**src/asr_defines.svh**
```systemverilog
/*
 * register offsets, field positions, reset values and timing counts for the
 * asynchronous serial transceiver. assumes inclusion by bare name.
 */
`ifndef ASR_DEFINES_SVH
`define ASR_DEFINES_SVH
`define ASR_OFF_STATUS 3'h0
`define ASR_OFF_DATA 3'h1
`define ASR_OFF_BAUD 3'h2
`define ASR_OFF_CTRL1 3'h3
`define ASR_OFF_CTRL2 3'h4
`define ASR_RST_STATUS 8'hc0
`define ASR_RST_CTRL1 8'h00
`define ASR_RST_CTRL2 8'h00
`define ASR_RST_BAUD 8'h00
`define ASR_OVERSAMPLE 8'h10
`define ASR_B_TIE 7
`define ASR_B_TX_DONE_IRQ_ENABLE 6
`define ASR_B_RIE 5
`define ASR_B_IDLE_IRQ_ENABLE 4
`define ASR_B_TE 3
`define ASR_B_RE 2
`define ASR_B_RWU 1
`define ASR_B_SBK 0
`define ASR_B_R8 7
`define ASR_B_T8 6
`define ASR_B_LPD 5
`define ASR_B_M 4
`define ASR_B_WAKE 3
`define ASR_B_PCE 2
`define ASR_B_PS 1
`define ASR_B_PIE 0
`endif

```
**src/asr_pkg.sv**
```systemverilog
/*
 * types shared by the serial transceiver. assumes nothing of its surroundings.
 */
package asr_pkg;
   typedef struct packed {
      logic tx_buf_empty;
      logic tx_complete;
      logic rx_data_ready;
      logic idle;
      logic overrun;
      logic noise_flag;
      logic framing_error_flag;
      logic parity_error_flag;
   } asr_status_s;
   typedef struct packed {
      logic [2:0] addr;
      logic [7:0] wdata;
      logic wr;
      logic rd;
   } asr_bus_s;
   typedef enum logic [3:0] {
      ASR_TX_IDLE = 4'b0001,
      ASR_TX_WAIT = 4'b0010,
      ASR_TX_SHIFT = 4'b0100,
      ASR_TX_DONE = 4'b1000
   } asr_tx_e;
   typedef enum logic [2:0] {
      ASR_RX_HUNT = 3'b001,
      ASR_RX_SHIFT = 3'b010,
      ASR_RX_STOP = 3'b100
   } asr_rx_e;
endpackage

```
**src/asr_uart.sv**
```systemverilog
/*
 * asynchronous serial transceiver: status/control/data/baud registers, baud
 * generation, transmitter and receiver with parity, mute and wake-up.
 * assumes a single-cycle register port and a receive line already
 * synchronous to i_mclk.
 */
// Design decisions made here: the strobed register port and the placing of the registers.
`timescale 1ns/1ps
`include "asr_defines.svh"
// Operation
// - tx empty set on buffer-to-shifter move; cleared by status then data write
// - buffer never moves to shifter while tx empty flag is still set
// - tx complete set after data frame only; cleared by status then data write
// - rx ready set when received word lands; cleared by status then data read
// - idle flag set on idle line, rearmed only after rx ready sets again
// - overrun when word completes with rx ready set; buffer kept
// - noise flag set on noisy frame, no interrupt of its own
// - framing error on bad stop or break; overrun suppresses it
// - parity error on failed check, interrupts when parity interrupt enable set
// - word length bit selects 8 or 9 data bits, one start, one stop
// - ninth bits stored in and sent from control register fields
// - low-power disable stops receiver at once, data and break frames after current byte, not preambles; tx pin released when idle; dividers keep running
// - wake bit selects idle line or address mark wake-up
// - parity replaces word msb when enabled, taking effect after current byte
// - parity select: 0 even, 1 odd, latched per byte
// - shared interrupt from enabled tx empty, tx done, rx ready/overrun, idle, parity error
// - one bit-time delay after tx enable; enable pulse during a frame sends preamble
// - tx pin released when both enables clear, tx never enabled, or transmitter idle in low power
// - rx enable starts start-bit hunting; clear disables receiver
// - mute while wake-up bit set; hardware clears it on wake sequence
// - break sent while send-break set; set then clear sends one break; the code queues one more break on the clear, after any already sent while set
// - prescaler codes give 1/3/4/13; divisor codes give 2 to the n
// - tx and rx rates are clock over 16 times prescaler times divisor
// - muted receiver sets no status flags and raises no interrupts
// - address mark wake on msb 1: clear mute and set rx ready
module asr_uart #(
   parameter int DATA_W = 8
) (
   // clock and reset
   input wire logic i_mclk,
   input wire logic i_rst_n,
   // register port
   input wire asr_pkg::asr_bus_s i_bus,
   output logic [DATA_W-1:0] o_rdata,
   // serial line
   input wire logic i_rxd,
   output logic o_txd,
   output logic o_txd_oe,
   // shared interrupt
   output logic o_irq
);
   import asr_pkg::*;

   asr_status_s status;
   logic [7:0] ctrl1;
   logic [7:0] ctrl2;
   logic [7:0] baud;
   logic [7:0] tx_buffer;
   logic [7:0] rx_buffer;
   logic st_seen_rd;
   logic st_seen_wr;
   logic tx_ever;
   logic idle_armed;
   logic wr_data;
   logic rd_data;
   logic clr_rd;
   logic clr_wr;
   logic [7:0] first_prescale_factor;
   logic [14:0] tx_div_cnt;
   logic [14:0] rx_div_cnt;
   logic [14:0] tx_div_max;
   logic [14:0] rx_div_max;
   logic tx_tick;
   logic rx_tick;

   assign wr_data = i_bus.wr && i_bus.addr == `ASR_OFF_DATA;
   assign rd_data = i_bus.rd && i_bus.addr == `ASR_OFF_DATA;
   assign clr_wr = wr_data && st_seen_wr;
   assign clr_rd = rd_data && st_seen_rd;

   // prescaler factor and total divide, 16x oversample tick per stage
   always_comb begin
      unique case (baud[7:6])
         2'h0: first_prescale_factor = 8'h01;
         2'h1: first_prescale_factor = 8'h03;
         2'h2: first_prescale_factor = 8'h04;
         default: first_prescale_factor = 8'h0d;
      endcase
      tx_div_max = 15'((first_prescale_factor << baud[5:3]) - 1);
      rx_div_max = 15'((first_prescale_factor << baud[2:0]) - 1);
   end

   // independent baud dividers, free running; low-power disable gates the sequencers
   always_ff @(posedge i_mclk or negedge i_rst_n) begin
      if (!i_rst_n) begin
         tx_div_cnt <= 15'h0000;
         rx_div_cnt <= 15'h0000;
      end else begin
         tx_div_cnt <= (tx_div_cnt >= tx_div_max) ? 15'h0000 : tx_div_cnt + 15'h0001;
         rx_div_cnt <= (rx_div_cnt >= rx_div_max) ? 15'h0000 : rx_div_cnt + 15'h0001;
      end
   end
   assign tx_tick = tx_div_cnt == 15'h0000;
   assign rx_tick = rx_div_cnt == 15'h0000;

   // transmitter: counts 16 ticks per bit
   asr_tx_e tx_state;
   logic [3:0] tx_sub;
   logic [3:0] tx_bit;
   logic [10:0] tx_shift;
   logic [3:0] tx_len;
   logic tx_kind_data;
   logic tx_move;
   logic te_prev;
   logic preamble_req;
   logic break_req;
   logic sbk_prev;
   logic tx_lpd;
   logic [7:0] tx_word;
   logic tx_par;
   logic tx_msb;

   always_comb begin
      tx_par = ctrl1[`ASR_B_M] ? ^tx_buffer[7:0] : ^tx_buffer[6:0];
      tx_par = tx_par ^ ctrl1[`ASR_B_PS];
      tx_msb = ctrl1[`ASR_B_PCE] ? tx_par : (ctrl1[`ASR_B_M] ? ctrl1[`ASR_B_T8] : tx_buffer[7]);
      tx_word = (ctrl1[`ASR_B_PCE] && !ctrl1[`ASR_B_M]) ? {tx_par, tx_buffer[6:0]} : tx_buffer;
   end
   assign tx_move = tx_state == ASR_TX_IDLE && !status.tx_buf_empty
                    && ctrl2[`ASR_B_TE] && !ctrl1[`ASR_B_LPD];

   // request latches for preamble and break
   always_ff @(posedge i_mclk or negedge i_rst_n) begin
      if (!i_rst_n) begin
         te_prev <= 1'b0;
         sbk_prev <= 1'b0;
         preamble_req <= 1'b0;
         break_req <= 1'b0;
         tx_ever <= 1'b0;
      end else begin
         te_prev <= ctrl2[`ASR_B_TE];
         sbk_prev <= ctrl2[`ASR_B_SBK];
         if (ctrl2[`ASR_B_TE])
            tx_ever <= 1'b1;
         if (ctrl2[`ASR_B_TE] && !te_prev && tx_state != ASR_TX_IDLE)
            preamble_req <= 1'b1;
         // dropped only when the sequencer launches the idle frame or enters ASR_TX_WAIT on a tx enable rise,
         // otherwise a pending word would keep replaying preambles forever
         else if (tx_state == ASR_TX_IDLE && preamble_req && ctrl2[`ASR_B_TE]
                  && (ctrl1[`ASR_B_LPD] || !(ctrl2[`ASR_B_SBK] || break_req)))
            preamble_req <= 1'b0;
         if (sbk_prev && !ctrl2[`ASR_B_SBK])
            break_req <= 1'b1;
         else if (tx_state == ASR_TX_IDLE && break_req)
            break_req <= 1'b0;
      end
   end

   // frame sequencer
   always_ff @(posedge i_mclk or negedge i_rst_n) begin
      if (!i_rst_n) begin
         tx_state <= ASR_TX_IDLE;
         tx_sub <= 4'h0;
         tx_bit <= 4'h0;
         tx_shift <= 11'h7ff;
         tx_len <= 4'h0;
         tx_kind_data <= 1'b0;
         tx_lpd <= 1'b0;
      end else begin
         unique case (tx_state)
            ASR_TX_IDLE: begin
               tx_lpd <= ctrl1[`ASR_B_LPD];
               tx_sub <= 4'h0;
               tx_bit <= 4'h0;
               tx_len <= ctrl1[`ASR_B_M] ? 4'ha : 4'h9;
               if (ctrl2[`ASR_B_TE] && !te_prev) begin
                  tx_state <= ASR_TX_WAIT;
               end else if (ctrl2[`ASR_B_TE] && !ctrl1[`ASR_B_LPD]
                            && (ctrl2[`ASR_B_SBK] || break_req)) begin
                  tx_shift <= 11'h400;
                  tx_kind_data <= 1'b0;
                  tx_state <= ASR_TX_SHIFT;
               end else if (ctrl2[`ASR_B_TE] && preamble_req) begin
                  tx_shift <= 11'h7ff;
                  tx_kind_data <= 1'b0;
                  tx_state <= ASR_TX_SHIFT;
               end else if (tx_move) begin
                  tx_shift <= ctrl1[`ASR_B_M] ? {1'b1, tx_msb, tx_word[7:0], 1'b0}
                                              : {2'b11, tx_word, 1'b0};
                  tx_kind_data <= 1'b1;
                  tx_state <= ASR_TX_SHIFT;
               end
            end
            ASR_TX_WAIT: begin
               if (tx_tick) begin
                  tx_sub <= tx_sub + 4'h1;
                  if (tx_sub == 4'hf)
                     tx_state <= ASR_TX_IDLE;
               end
            end
            ASR_TX_SHIFT: begin
               if (tx_tick) begin
                  tx_sub <= tx_sub + 4'h1;
                  if (tx_sub == 4'hf) begin
                     tx_shift <= {1'b1, tx_shift[10:1]};
                     tx_bit <= tx_bit + 4'h1;
                     if (tx_bit == tx_len)
                        tx_state <= ASR_TX_DONE;
                  end
               end
            end
            ASR_TX_DONE: tx_state <= ASR_TX_IDLE;
         endcase
      end
   end

   // receiver
   asr_rx_e rx_state;
   logic [3:0] rx_sub;
   logic [3:0] rx_bit;
   logic [8:0] rx_shift;
   logic [2:0] rx_vote;
   logic rx_noise;
   logic [3:0] rx_len;
   logic rx_m;
   logic rx_pce;
   logic rx_ps;
   logic [7:0] idle_cnt;
   logic rx_done;
   logic rx_frame_err;
   logic rx_msb;
   logic rx_par_bad;

   always_comb begin
      rx_msb = rx_m ? rx_shift[8] : rx_shift[7];
      rx_par_bad = rx_pce && ((rx_m ? ^rx_shift[8:0] : ^rx_shift[7:0]) != rx_ps);
   end

   always_ff @(posedge i_mclk or negedge i_rst_n) begin
      if (!i_rst_n) begin
         rx_state <= ASR_RX_HUNT;
         rx_sub <= 4'h0;
         rx_bit <= 4'h0;
         rx_shift <= 9'h000;
         rx_vote <= 3'h0;
         rx_noise <= 1'b0;
         rx_len <= 4'h8;
         rx_m <= 1'b0;
         rx_pce <= 1'b0;
         rx_ps <= 1'b0;
         rx_done <= 1'b0;
         rx_frame_err <= 1'b0;
         idle_cnt <= 8'h00;
      end else begin
         rx_done <= 1'b0;
         if (!ctrl2[`ASR_B_RE] || ctrl1[`ASR_B_LPD]) begin
            rx_state <= ASR_RX_HUNT;
            idle_cnt <= 8'h00;
         end else if (rx_tick) begin
            unique case (rx_state)
               ASR_RX_HUNT: begin
                  rx_sub <= 4'h0;
                  rx_bit <= 4'h0;
                  rx_noise <= 1'b0;
                  rx_m <= ctrl1[`ASR_B_M];
                  rx_pce <= ctrl1[`ASR_B_PCE];
                  rx_ps <= ctrl1[`ASR_B_PS];
                  rx_len <= ctrl1[`ASR_B_M] ? 4'h9 : 4'h8;
                  if (!i_rxd) begin
                     rx_state <= ASR_RX_SHIFT;
                     idle_cnt <= 8'h00;
                  end else if (idle_cnt != 8'hff)
                     idle_cnt <= idle_cnt + 8'h01;
               end
               ASR_RX_SHIFT: begin
                  rx_sub <= rx_sub + 4'h1;
                  if (rx_sub >= 4'h7 && rx_sub <= 4'h9)
                     rx_vote <= {rx_vote[1:0], i_rxd};
                  if (rx_sub == 4'hf) begin
                     if (rx_vote != 3'h0 && rx_vote != 3'h7)
                        rx_noise <= 1'b1;
                     if (rx_bit != 4'h0)
                        rx_shift <= {(rx_vote[2] & rx_vote[1]) | (rx_vote[1] & rx_vote[0])
                                     | (rx_vote[2] & rx_vote[0]), rx_shift[8:1]};
                     rx_bit <= rx_bit + 4'h1;
                     if (rx_bit == rx_len)
                        rx_state <= ASR_RX_STOP;
                  end
               end
               ASR_RX_STOP: begin
                  rx_sub <= rx_sub + 4'h1;
                  if (rx_sub == 4'h8) begin
                     rx_frame_err <= !i_rxd;
                     rx_done <= 1'b1;
                     if (!rx_m)
                        rx_shift <= {1'b0, rx_shift[8:1]};
                     rx_state <= ASR_RX_HUNT;
                  end
               end
               default: rx_state <= ASR_RX_HUNT;
            endcase
         end
      end
   end

   // status flags, data buffers and status-access memory
   logic idle_evt;
   logic mute;
   logic wake_addr;
   logic wake_idle;
   assign mute = ctrl2[`ASR_B_RWU];
   assign idle_evt = rx_tick && rx_state == ASR_RX_HUNT && idle_cnt == 8'h9f && i_rxd
                     && ctrl2[`ASR_B_RE];
   assign wake_addr = rx_done && mute && ctrl1[`ASR_B_WAKE] && rx_msb;
   assign wake_idle = idle_evt && mute && !ctrl1[`ASR_B_WAKE];

   always_ff @(posedge i_mclk or negedge i_rst_n) begin
      if (!i_rst_n) begin
         status <= asr_status_s'(`ASR_RST_STATUS);
         st_seen_rd <= 1'b0;
         st_seen_wr <= 1'b0;
         idle_armed <= 1'b1;
         tx_buffer <= 8'h00;
         rx_buffer <= 8'h00;
      end else begin
         if (i_bus.rd && i_bus.addr == `ASR_OFF_STATUS) begin
            st_seen_rd <= 1'b1;
            st_seen_wr <= 1'b1;
         end else begin
            if (rd_data)
               st_seen_rd <= 1'b0;
            if (wr_data)
               st_seen_wr <= 1'b0;
         end
         if (wr_data)
            tx_buffer <= i_bus.wdata;
         // clears first; hardware sets below win in the same cycle
         if (clr_wr) begin
            status.tx_buf_empty <= 1'b0;
            status.tx_complete <= 1'b0;
         end
         if (clr_rd) begin
            status.rx_data_ready <= 1'b0;
            status.idle <= 1'b0;
            status.overrun <= 1'b0;
            status.noise_flag <= 1'b0;
            status.framing_error_flag <= 1'b0;
            status.parity_error_flag <= 1'b0;
         end
         if (tx_move)
            status.tx_buf_empty <= 1'b1;
         if (tx_state == ASR_TX_DONE && tx_kind_data)
            status.tx_complete <= 1'b1;
         if (idle_evt && !mute && idle_armed) begin
            status.idle <= 1'b1;
            idle_armed <= 1'b0;
         end
         if (rx_done && (!mute || wake_addr)) begin
            if (status.rx_data_ready && !clr_rd) begin
               status.overrun <= 1'b1;
            end else begin
               rx_buffer <= rx_shift[7:0];
               status.rx_data_ready <= 1'b1;
               idle_armed <= 1'b1;
               if (rx_noise)
                  status.noise_flag <= 1'b1;
               if (rx_frame_err)
                  status.framing_error_flag <= 1'b1;
               if (rx_par_bad)
                  status.parity_error_flag <= 1'b1;
            end
         end
      end
   end

   // control registers; hardware wake-up clears the mute bit
   always_ff @(posedge i_mclk or negedge i_rst_n) begin
      if (!i_rst_n) begin
         ctrl1 <= `ASR_RST_CTRL1;
         ctrl2 <= `ASR_RST_CTRL2;
         baud <= `ASR_RST_BAUD;
      end else begin
         if (i_bus.wr && i_bus.addr == `ASR_OFF_CTRL1)
            ctrl1[6:0] <= i_bus.wdata[6:0];
         if (i_bus.wr && i_bus.addr == `ASR_OFF_BAUD)
            baud <= i_bus.wdata;
         if (i_bus.wr && i_bus.addr == `ASR_OFF_CTRL2)
            ctrl2 <= i_bus.wdata;
         else if (wake_addr || wake_idle)
            ctrl2[`ASR_B_RWU] <= 1'b0;
         if (rx_done && rx_m && (!mute || wake_addr) && !status.rx_data_ready)
            ctrl1[`ASR_B_R8] <= rx_shift[8];
      end
   end

   // read data, line outputs and shared interrupt, all registered
   always_ff @(posedge i_mclk or negedge i_rst_n) begin
      if (!i_rst_n) begin
         o_rdata <= '0;
         o_txd <= 1'b1;
         o_txd_oe <= 1'b0;
         o_irq <= 1'b0;
      end else begin
         o_rdata <= '0;
         if (i_bus.rd) begin
            unique case (i_bus.addr)
               `ASR_OFF_STATUS: o_rdata <= DATA_W'(status);
               `ASR_OFF_DATA: o_rdata <= DATA_W'(rx_buffer);
               `ASR_OFF_BAUD: o_rdata <= DATA_W'(baud);
               `ASR_OFF_CTRL1: o_rdata <= DATA_W'(ctrl1);
               `ASR_OFF_CTRL2: o_rdata <= DATA_W'(ctrl2);
               default: o_rdata <= '0;
            endcase
         end
         o_txd <= (tx_state == ASR_TX_SHIFT) ? tx_shift[0] : 1'b1;
         o_txd_oe <= tx_ever && (ctrl2[`ASR_B_TE] || ctrl2[`ASR_B_RE])
                     && !(tx_lpd && tx_state == ASR_TX_IDLE);
         o_irq <= (ctrl2[`ASR_B_TIE] && status.tx_buf_empty)
                  || (ctrl2[`ASR_B_TX_DONE_IRQ_ENABLE] && status.tx_complete)
                  || (!mute && ctrl2[`ASR_B_RIE] && (status.rx_data_ready || status.overrun))
                  || (!mute && ctrl2[`ASR_B_IDLE_IRQ_ENABLE] && status.idle)
                  || (!mute && ctrl1[`ASR_B_PIE] && status.parity_error_flag);
      end
   end
endmodule
```
**config.mk**
```make
export PLATFORM = sky130hd
export DESIGN_NAME = asr_uart
export DESIGN_NICKNAME = d
export VERILOG_FILES = /design/src/asr_pkg.sv /design/src/asr_uart.sv
export VERILOG_INCLUDE_DIRS = /design/src /design/src/src
export SDC_FILE = /design/constraint.sdc
export NUM_CORES = 1
export LEC_CHECK = 0
export BUFFER_PORTS_ARGS = -buffer_cell sky130_fd_sc_hd__clkbuf_2
export CAP_MARGIN = 20
export CORE_ASPECT_RATIO = 0.6
export CORE_MARGIN = 2
export CORE_UTILIZATION = 35
export DETAILED_ROUTE_END_ITERATION = 8
export PLACE_DENSITY = 0.56
export RECOVER_POWER = 100
export SYNTH_ARGS = -nofsm -noshare
export SYNTH_HDL_FRONTEND = slang
export SYNTH_SLANG_ARGS = --single-unit
```
**constraint.sdc**
```tcl
create_clock -name i_mclk -period 11.4 [get_ports i_mclk]
set_input_delay 0.57 -clock i_mclk [delete_from_list [all_inputs] [get_ports i_mclk]]
set_output_delay 0.57 -clock i_mclk [all_outputs]
set_load 0.1 [all_outputs]
```
## Yosys cells after proc, flatten, opt, wreduce, memory -nomap -nowiden

Cells that the tools add are included.

| word-level totals | value |
|---|---|
| memory bits (writable) | 0 |
| input bits | 16 |
| word-level logic and storage cells | 327 |
| latch bits | 0 |
| memories kept | 0 |
| bits in read-only memories | 0 |
| register bits after elaboration | 167 |

| cells by class | value |
|---|---|
| reduce and logical (&&, ||, !) cells | 120 |
| $lt $le $gt $ge | 4 |
| add/sub/neg operators | 9 |
| multiplexer cells | 92 |
| divide/modulo/power cells | 0 |
| equality and inequality tests | 42 |
| shift operators | 2 |
| bitwise logic cells | 9 |
| multipliers | 0 |

Operators with widths:

| operator | number |
|---|---|
| 11-bit 2-to-1 mux | 6 |
| 4-bit 2-to-1 mux | 14 |
| 8-bit 2-to-1 mux | 7 |
| 1-bit logical AND | 53 |
| 8-bit case mux with 5 select lines | 1 |
| 1-bit 2-to-1 mux | 37 |
| 9-bit 2-to-1 mux | 4 |
| 4-bit case mux with 2 select lines | 4 |
| 15-bit by 1-bit adder with 15-bit output, second input constant | 2 |
| 15-bit >= comparator | 2 |
| 15-bit zero test | 2 |
| 15-bit 2-to-1 mux | 2 |
| 2-bit nonzero test | 15 |
| 4-bit by 3-bit << shifter with 15-bit output | 2 |
| 15-bit by 1-bit subtractor with 15-bit output, second input constant | 2 |
| 2-bit inequality test, second input constant | 11 |
| 11-bit case mux with 2 select lines | 1 |
| 3-bit 2-to-1 mux | 7 |
| 9-bit case mux with 2 select lines | 1 |
| 4-bit by 1-bit adder with 4-bit output, second input constant | 4 |
| 4-bit == test, second input constant | 4 |
| 4-bit case mux with 4 select lines | 1 |
| 8-bit XOR reduction | 2 |
| 3-bit inequality test, second input constant | 5 |
| other kinds (45) | 89 |

## Longest topological paths before layout

| logic depth | value |
|---|---|
| depth after elaboration | 10 |
| gate-level depth with buffers | 19 |
| depth with buffers taken out | 17 |

## Worst setup path before layout

No wires, ideal clock.

| timing path | value |
|---|---|
| path type | register to register |
| start | reg baud[3] |
| end | reg tx_div_cnt[10] |
| arrival time | 3,627 ps |
| setup slack | 7,642 ps |
| clock period less this slack | 3,758 ps |
| stages on the path, launching flop included | 17 |
| data required time | 11,268 ps |
| setup time | 132 ps |
| cell sequence | dfrtp_1 > clkbuf_1 > clkbuf_1 > or4_1 > ha_1 > clkbuf_1 > inv_1 > mux2_2 > a222oi_1 > nand2_1 > o21ai_0 > ha_1 > nor4_1 > a211o_1 > a31oi_1 > clkbuf_1 > nor2_1 |

| between the ends | value |
|---|---|
| cells in the longest elaborated chain, start to end | 4 |

RTL lines:

| item | RTL line | source |
|---|---|---|
| start: declaration | asr_uart.sv:57 | `logic [7:0] baud;` |
| start signal: assignment | asr_uart.sv:381 | `` baud <= `ASR_RST_BAUD; `` |
| start signal: assignment | asr_uart.sv:386 | `baud <= i_bus.wdata;` |
| 4-bit by 3-bit << shifter with 15-bit output | asr_uart.sv:89 | `tx_div_max = 15'((first_prescale_factor << baud[5:3]) - 1);` |
| 15-bit by 1-bit subtractor with 15-bit output | asr_uart.sv:89 |  |
| 15-bit >= comparator | asr_uart.sv:99 | `tx_div_cnt <= (tx_div_cnt >= tx_div_max) ? 15'h0000 : tx_div_cnt + 15'h0001;` |
| 15-bit 2-to-1 mux | asr_uart.sv:99 |  |
| end signal: assignment | asr_uart.sv:99 |  |
| end: declaration | asr_uart.sv:69 | `logic [14:0] tx_div_cnt;` |

Every way passes these cells.
A chain may end at the register's enable or synchronous reset.

## Worst setup path after layout

| timing path | value |
|---|---|
| start | reg baud[7] |
| end | reg tx_div_cnt[14] |

| between the ends | value |
|---|---|
| cells in the longest elaborated chain, start to end | 6 |
| elaborated cells between the ends (all ways) | 8 |
| classes of those cells | add/sub: 1; order compare: 1; eq/ne: 2; shift: 1; mux: 2; reduce/logical: 1 |

RTL lines:

| item | RTL line | source |
|---|---|---|
| 2-bit == test, or another cell as far along | asr_uart.sv:83 | `unique case (baud[7:6])` |
| 4-bit case mux with 3 select lines (*) | asr_uart.sv:83 |  |
| 4-bit by 3-bit << shifter with 15-bit output (*) | asr_uart.sv:89 |  |
| 15-bit by 1-bit subtractor with 15-bit output (*) | asr_uart.sv:89 |  |
| 15-bit >= comparator (*) | asr_uart.sv:99 |  |
| 15-bit 2-to-1 mux (*) | asr_uart.sv:99 |  |

Every way passes the cells marked *; elsewhere a longest branch is shown, timed or not.

==> impl_results.html <==
<table>
<tr><th>Metric</th><th>Value</th></tr>
<tr><th colspan="2">Outcome</th></tr>
<tr><td>Run status</td><td>finished with violations</td></tr>
<tr><td>Violations in the final reports</td><td>capacitance limit, slew limit</td></tr>
<tr><th colspan="2">Worst setup path</th></tr>
<tr><td>Largest stage delay on the critical path</td><td>0.93 ns</td></tr>
<tr><td>Worst setup path category</td><td>reg -&gt; reg</td></tr>
<tr><td>Register-to-register path setup slack</td><td>roughly 6.4 ns</td></tr>
<tr><td>Critical-path cell with the highest stage delay</td><td>sky130_fd_sc_hd__dfrtp_1</td></tr>
<tr><td>Required time at the endpoint of the critical path</td><td>11.70 ns</td></tr>
<tr><td>Sort of element at the end of the critical path</td><td>flop</td></tr>
<tr><td>CP Cell Sequence</td><td>clkinv_1 &gt; nor2_1 &gt; or4_1 &gt; ha_1 &gt; inv_1 &gt; mux2_2 &gt; a222oi_1 &gt; nand2_1 &gt; o21ai_0 &gt; ha_1 &gt; nand4_1 &gt; nor2_1 &gt; o2111ai_1 &gt; a31oi_1 &gt; clkbuf_1 &gt; nor3b_1</td></tr>
<tr><td>CP Launch Type</td><td>flop</td></tr>
<tr><td>Crit path arrival time</td><td>5.34 ns</td></tr>
<tr><td>Crit path max fanout</td><td>28</td></tr>
<tr><th colspan="2">Logic synthesis</th></tr>
<tr><td>Area share of and/or/nand/nor cells after synthesis</td><td>0.2108</td></tr>
<tr><td>Cells taking the most area after synthesis</td><td>sky130_fd_sc_hd__dfrtp_1 39%, sky130_fd_sc_hd__ha_1 5.9%, sky130_fd_sc_hd__mux2_2 5.6%</td></tr>
<tr><td>Main combinational cell family by area after synthesis</td><td>simple AND/OR/NAND/NOR gates</td></tr>
<tr><td>Share of synthesized area spent on multiplexers</td><td>0.06877</td></tr>
<tr><td>Most used DFF post-synth</td><td>sky130_fd_sc_hd__dfrtp_1</td></tr>
<tr><td>Share of Yosys cell area claimed by the top area cell type</td><td>0.3910</td></tr>
<tr><td>Count of flip-flops with a built-in enable after synthesis</td><td>0</td></tr>
<tr><td>Synth Register Bits</td><td>161</td></tr>
<tr><td>Cell type with the highest aggregate area in the netlist</td><td>sky130_fd_sc_hd__dfrtp_1</td></tr>
<tr><td>Mapped Avg Cell Area</td><td>9.279 sq um</td></tr>
<tr><td>Post-synth design cell area</td><td>9279 sq um</td></tr>
<tr><td>Number of instances in the synthesized netlist</td><td>1000</td></tr>
<tr><td>Complex-gate fraction of the synthesized area</td><td>0.1324</td></tr>
<tr><td>Number of library cell types mapped by synthesis</td><td>between 70 and 80</td></tr>
<tr><td>Yosys warnings</td><td>0</td></tr>
<tr><td>Seq/Total Area, Yosys</td><td>0.4364</td></tr>
<tr><td>Synth async-reset ratio</td><td>1.000</td></tr>
<tr><td>Synth Area in Adders</td><td>0.06149</td></tr>
<tr><td>Xor and xnor area share after synthesis</td><td>0.06135</td></tr>
<tr><th colspan="2">Clocking</th></tr>
<tr><td>Total CTS buffers</td><td>17</td></tr>
<tr><td>Number of setup buffers added after CTS</td><td>0</td></tr>
<tr><td>Max Root-Sink Buffers</td><td>2</td></tr>
<tr><td>Clock latency on the worst-skew pair</td><td>0.45 ns</td></tr>
<tr><td>Number of hold-repair buffers added at the cts stage</td><td>0</td></tr>
<tr><td>Root Buffer Master</td><td>sky130_fd_sc_hd__clkbuf_16</td></tr>
<tr><td>Total number of H-tree levels</td><td>4</td></tr>
<tr><td>Clock tree from TritonCTS</td><td>yes</td></tr>
<tr><td>Post-cts gate resize count</td><td>0</td></tr>
<tr><td>Sink count of the clock tree</td><td>161</td></tr>
<tr><td>CTS clk-pin slew, worst paths</td><td>0.07 ns</td></tr>
<tr><th colspan="2">Die</th></tr>
<tr><td>Ports placed on the boundary</td><td>27</td></tr>
<tr><td>Die Footprint</td><td>27870 sq um</td></tr>
<tr><td>Site row count</td><td>46</td></tr>
<tr><td>Die height</td><td>130.1 microns</td></tr>
<tr><td>Placeable core region</td><td>26250 sq um</td></tr>
<tr><td>Effective utilization at floorplan</td><td>0.3535</td></tr>
<tr><td>X dimension of the die</td><td>about 210 microns</td></tr>
<tr><th colspan="2">Timing</th></tr>
<tr><td>Tightest Pin Transition</td><td>5.008 ns</td></tr>
<tr><td>Final-report hold violation count</td><td>0</td></tr>
<tr><td>Final clock period utilization by the worst path</td><td>0.4424</td></tr>
<tr><td>Highest attainable clock frequency</td><td>slightly below 200 MHz</td></tr>
<tr><td>Total negative slack</td><td>0 ns</td></tr>
<tr><td>Slack of the critical path</td><td>6.356 ns</td></tr>
<tr><td>Final Max Slew Viols</td><td>106</td></tr>
<tr><td>Min Clock Period, post-route</td><td>5.044 ns</td></tr>
<tr><td>Final setup violation count</td><td>0</td></tr>
<tr><td>Worst slew margin relative to its limit</td><td>-2.339</td></tr>
<tr><td>Setup repair after global routing missed its margin</td><td>no</td></tr>
<tr><td>Largest clock skew in the final design</td><td>0.01042 ns</td></tr>
<tr><th colspan="2">Final layout</th></tr>
<tr><td>Fraction of layout instances using a drive strength above 1</td><td>0.1196</td></tr>
<tr><td>Count of placed standard cells in the final layout, fillers left out</td><td>1380</td></tr>
<tr><td>Count of inserted antenna diode cells</td><td>0</td></tr>
<tr><td>Filler cell count in the final layout</td><td>about 2700</td></tr>
<tr><td>Final Net Count</td><td>approximately 1100</td></tr>
<tr><td>Area grow syn2layout</td><td>10.87%</td></tr>
<tr><th colspan="2">Global routing</th></tr>
<tr><td>Overflow after GRT</td><td>0</td></tr>
<tr><td>Maximum number of pins on one net before global-route repair</td><td>94</td></tr>
<tr><td>Via count of the first global-routing pass</td><td>6593</td></tr>
<tr><td>All-layer global routing usage</td><td>0.1601</td></tr>
<tr><td>Initial antenna violation count</td><td>0</td></tr>
<tr><td>Wire length of the first global-routing pass</td><td>35.64 mm</td></tr>
<tr><th colspan="2">Power and ir drop</th></tr>
<tr><td>Switching share of total power</td><td>0.3691</td></tr>
<tr><td>Internal power</td><td>1327 uW</td></tr>
<tr><td>Power per cell area</td><td>204.5 nW/um^2</td></tr>
<tr><td>Largest voltage drop on the vdd net</td><td>89.11 uV</td></tr>
<tr><td>Reported leakage power</td><td>0.004447 uW</td></tr>
<tr><td>Switching power</td><td>776.5 uW</td></tr>
<tr><td>Sequential group share of total power</td><td>0.400</td></tr>
<tr><td>Share of total power in combinational logic</td><td>0.301</td></tr>
<tr><td>Clk network pwr share</td><td>0.299</td></tr>
<tr><th colspan="2">Detailed routing</th></tr>
<tr><td>Via count</td><td>~7000</td></tr>
<tr><td>Average routed wire per standard cell</td><td>15.71 microns</td></tr>
<tr><td>Total iterations of the first detailed-routing run</td><td>5</td></tr>
<tr><td>Vias per cell</td><td>around 5.2</td></tr>
<tr><td>Count of routing violations after the opening detailed-route iteration</td><td>663</td></tr>
<tr><td>DRT antenna net count</td><td>0</td></tr>
<tr><td>Total length of routed wires</td><td>21.69 mm</td></tr>
<tr><td>Drt drc</td><td>0</td></tr>
<tr><th colspan="2">Placed design</th></tr>
<tr><td>Count of input and output buffers</td><td>26</td></tr>
<tr><td>Hpwl dp</td><td>around 15 mm</td></tr>
<tr><td>Setup WS pre-CTS</td><td>6.735 ns</td></tr>
<tr><td>Cell count after placement</td><td>1347</td></tr>
<tr><td>Global placer's final weighted congestion</td><td>0.8416</td></tr>
<tr><th colspan="2">Job</th></tr>
<tr><td>Maximum capacitance violations</td><td>2</td></tr>
<tr><th colspan="2">Worst hold path</th></tr>
<tr><td>Hold Path Class</td><td>in -&gt; reg</td></tr>
</table>
[flip-flops by register name, summed over array words and instances (netlist names), 4 cells and up]
name	flops
o_rdata	8
tx_state	4
rx_buffer	8
rx_shift	9
idle_cnt	8
tx_bit	4
ctrl1	8
rx_bit	4
rx_sub	4
ctrl2	8
rx_div_cnt	15
tx_buffer	8
tx_shift	10
status	8
tx_div_cnt	15
tx_sub	4
baud	8
[per-layer routing]
layer  share of wire  track usage  wire, microns  vias to the layer above
li1                -            -              -                     3556
met2            0.39       0.2114           8411                      157
met5               0            0              0                        -
met1            0.55       0.2534          11900                     3411
met3           0.053      0.04009           1149                       15
met4           0.010      0.03840            220                        0
[cells by family (layout without fill, tap and decap cells)]
kind of cell	Yosys count	in the layout
AOI/OAI and AO/OA	195	195
xor gates and xnor gates	65	65
adders and majority gates	46	46
buffers and inverters	67	84
DFF	161	161
muxes	58	58
other	1	4
and+or+nand+nor	407	407
[power by group through the flow]
stage / sequential [uW] / clock (uW) / combinational (uW)
after floorplan: 818 / 0 / 500
after global routing: 860 / 664 / 721
after global placement: 850 / 0 / 628
after detailed placement: 851 / 0 / 631
final: 842 / 629 / 633
after CTS: 841 / 641 / 641
[synth_stat cells, types with 5 or more instances]
cell	number
sky130_fd_sc_hd__dfrtp_1	145
sky130_fd_sc_hd__nand2_1	128
sky130_fd_sc_hd__nor2_1	124
sky130_fd_sc_hd__a21oi_1	62
sky130_fd_sc_hd__nand3_1	47
sky130_fd_sc_hd__mux2_2	46
sky130_fd_sc_hd__ha_1	44
sky130_fd_sc_hd__o21ai_0	44
sky130_fd_sc_hd__xnor2_1	42
sky130_fd_sc_hd__clkbuf_1	37
sky130_fd_sc_hd__xor2_1	23
sky130_fd_sc_hd__inv_1	20
sky130_fd_sc_hd__dfstp_2	16
sky130_fd_sc_hd__nand4_1	16
sky130_fd_sc_hd__nand2b_1	14
sky130_fd_sc_hd__nor3_1	13
sky130_fd_sc_hd__a22oi_1	12
sky130_fd_sc_hd__a31oi_1	12
sky130_fd_sc_hd__mux2i_1	12
sky130_fd_sc_hd__and3_1	10
sky130_fd_sc_hd__o211ai_1	9
sky130_fd_sc_hd__a21o_1	8
sky130_fd_sc_hd__nor4_1	7
sky130_fd_sc_hd__o21a_1	7
sky130_fd_sc_hd__or2_2	7
sky130_fd_sc_hd__a22o_1	6
sky130_fd_sc_hd__nor2b_1	6
sky130_fd_sc_hd__o31ai_1	5
[final timing paths]
kind | startpoint | to | cells after the start
worst min register to register | tx_lpd$_DFFE_PN0P_ | o_txd_oe$_DFF_PN0_ | 1
min in group asynchronous | i_rst_n | tx_div_cnt[13]$_DFF_PN0_ | 1
worst min-delay path | i_bus[9] | baud[7]$_DFFE_PN0P_ | 3
max in group asynchronous | i_rst_n | baud[3]$_DFFE_PN0P_ | 2
worst max-delay path | baud[7]$_DFFE_PN0P_ | tx_div_cnt[14]$_DFF_PN0_ | 16
worst max register to register | baud[7]$_DFFE_PN0P_ | tx_div_cnt[14]$_DFF_PN0_ | 16
[through the flow]
stage	power (uW)	hold slack (ns)	utilization	cell area [sq um]
global placement	1478	0.4311	0.3707	9728
global route	2245	0.4163	0.3920	10290
detailed placement	1481	0.4358	0.3707	9728
floorplan	1318	0.2744	-	9290
CTS	2123	0.2393	0.3948	10360
finish	2104	0.4086	0.3920	10290
[layout by cell type (no fill, tap or decap), types with 7 or more instances in the layout]
| cell type | Yosys | final |
|---|---|---|
| sky130_fd_sc_hd__dfrtp_1 | 145 | 145 |
| sky130_fd_sc_hd__nand2_1 | 128 | 128 |
| sky130_fd_sc_hd__nor2_1 | 124 | 124 |
| sky130_fd_sc_hd__a21oi_1 | 62 | 62 |
| sky130_fd_sc_hd__nand3_1 | 47 | 47 |
| sky130_fd_sc_hd__mux2_2 | 46 | 46 |
| sky130_fd_sc_hd__o21ai_0 | 44 | 45 |
| sky130_fd_sc_hd__ha_1 | 44 | 44 |
| sky130_fd_sc_hd__xnor2_1 | 42 | 42 |
| sky130_fd_sc_hd__xor2_1 | 23 | 23 |
| sky130_fd_sc_hd__inv_1 | 20 | 20 |
| sky130_fd_sc_hd__nand4_1 | 16 | 17 |
| sky130_fd_sc_hd__clkbuf_16 | 0 | 17 |
| sky130_fd_sc_hd__dfstp_2 | 16 | 15 |
| sky130_fd_sc_hd__clkbuf_1 | 37 | 15 |
| sky130_fd_sc_hd__nor3_1 | 13 | 14 |
| sky130_fd_sc_hd__nand2b_1 | 14 | 14 |
| sky130_fd_sc_hd__clkbuf_2 | 0 | 13 |
| sky130_fd_sc_hd__mux2i_1 | 12 | 12 |
| sky130_fd_sc_hd__a22oi_1 | 12 | 12 |
| sky130_fd_sc_hd__a31oi_1 | 12 | 12 |
| sky130_fd_sc_hd__and3_1 | 10 | 10 |
| sky130_fd_sc_hd__o211ai_1 | 9 | 9 |
| sky130_fd_sc_hd__a21o_1 | 8 | 8 |
| sky130_fd_sc_hd__o21a_1 | 7 | 7 |
| sky130_fd_sc_hd__nor4_1 | 7 | 7 |
| sky130_fd_sc_hd__or2_2 | 7 | 7 |
[worst max-delay path, delay by kind of cell, from the launching register on]
| kind | cells | cell delay [ns] |
|---|---|---|
| buf+inv | 3 | 1.20 |
| mux | 1 | 0.30 |
| compound gates | 4 | 0.71 |
| flops | 1 | 0.93 |
| simple gates | 6 | 1.15 |
| fa+ha+maj | 2 | 0.60 |
[final cells by class]
class                   instances  area (sq um)  area share
well taps                     360         450.4     0.04378
inverters                      21         78.83    0.007662
repair buffers                 31         143.9     0.01399
clock inverters                15         207.7     0.02019
flip-flops and latches        161          4049      0.3936
clock buffers                  17         425.4     0.04135
multi-input cells             775          4932      0.4794
No activity file was read; power rests on OpenSTA's default activity.
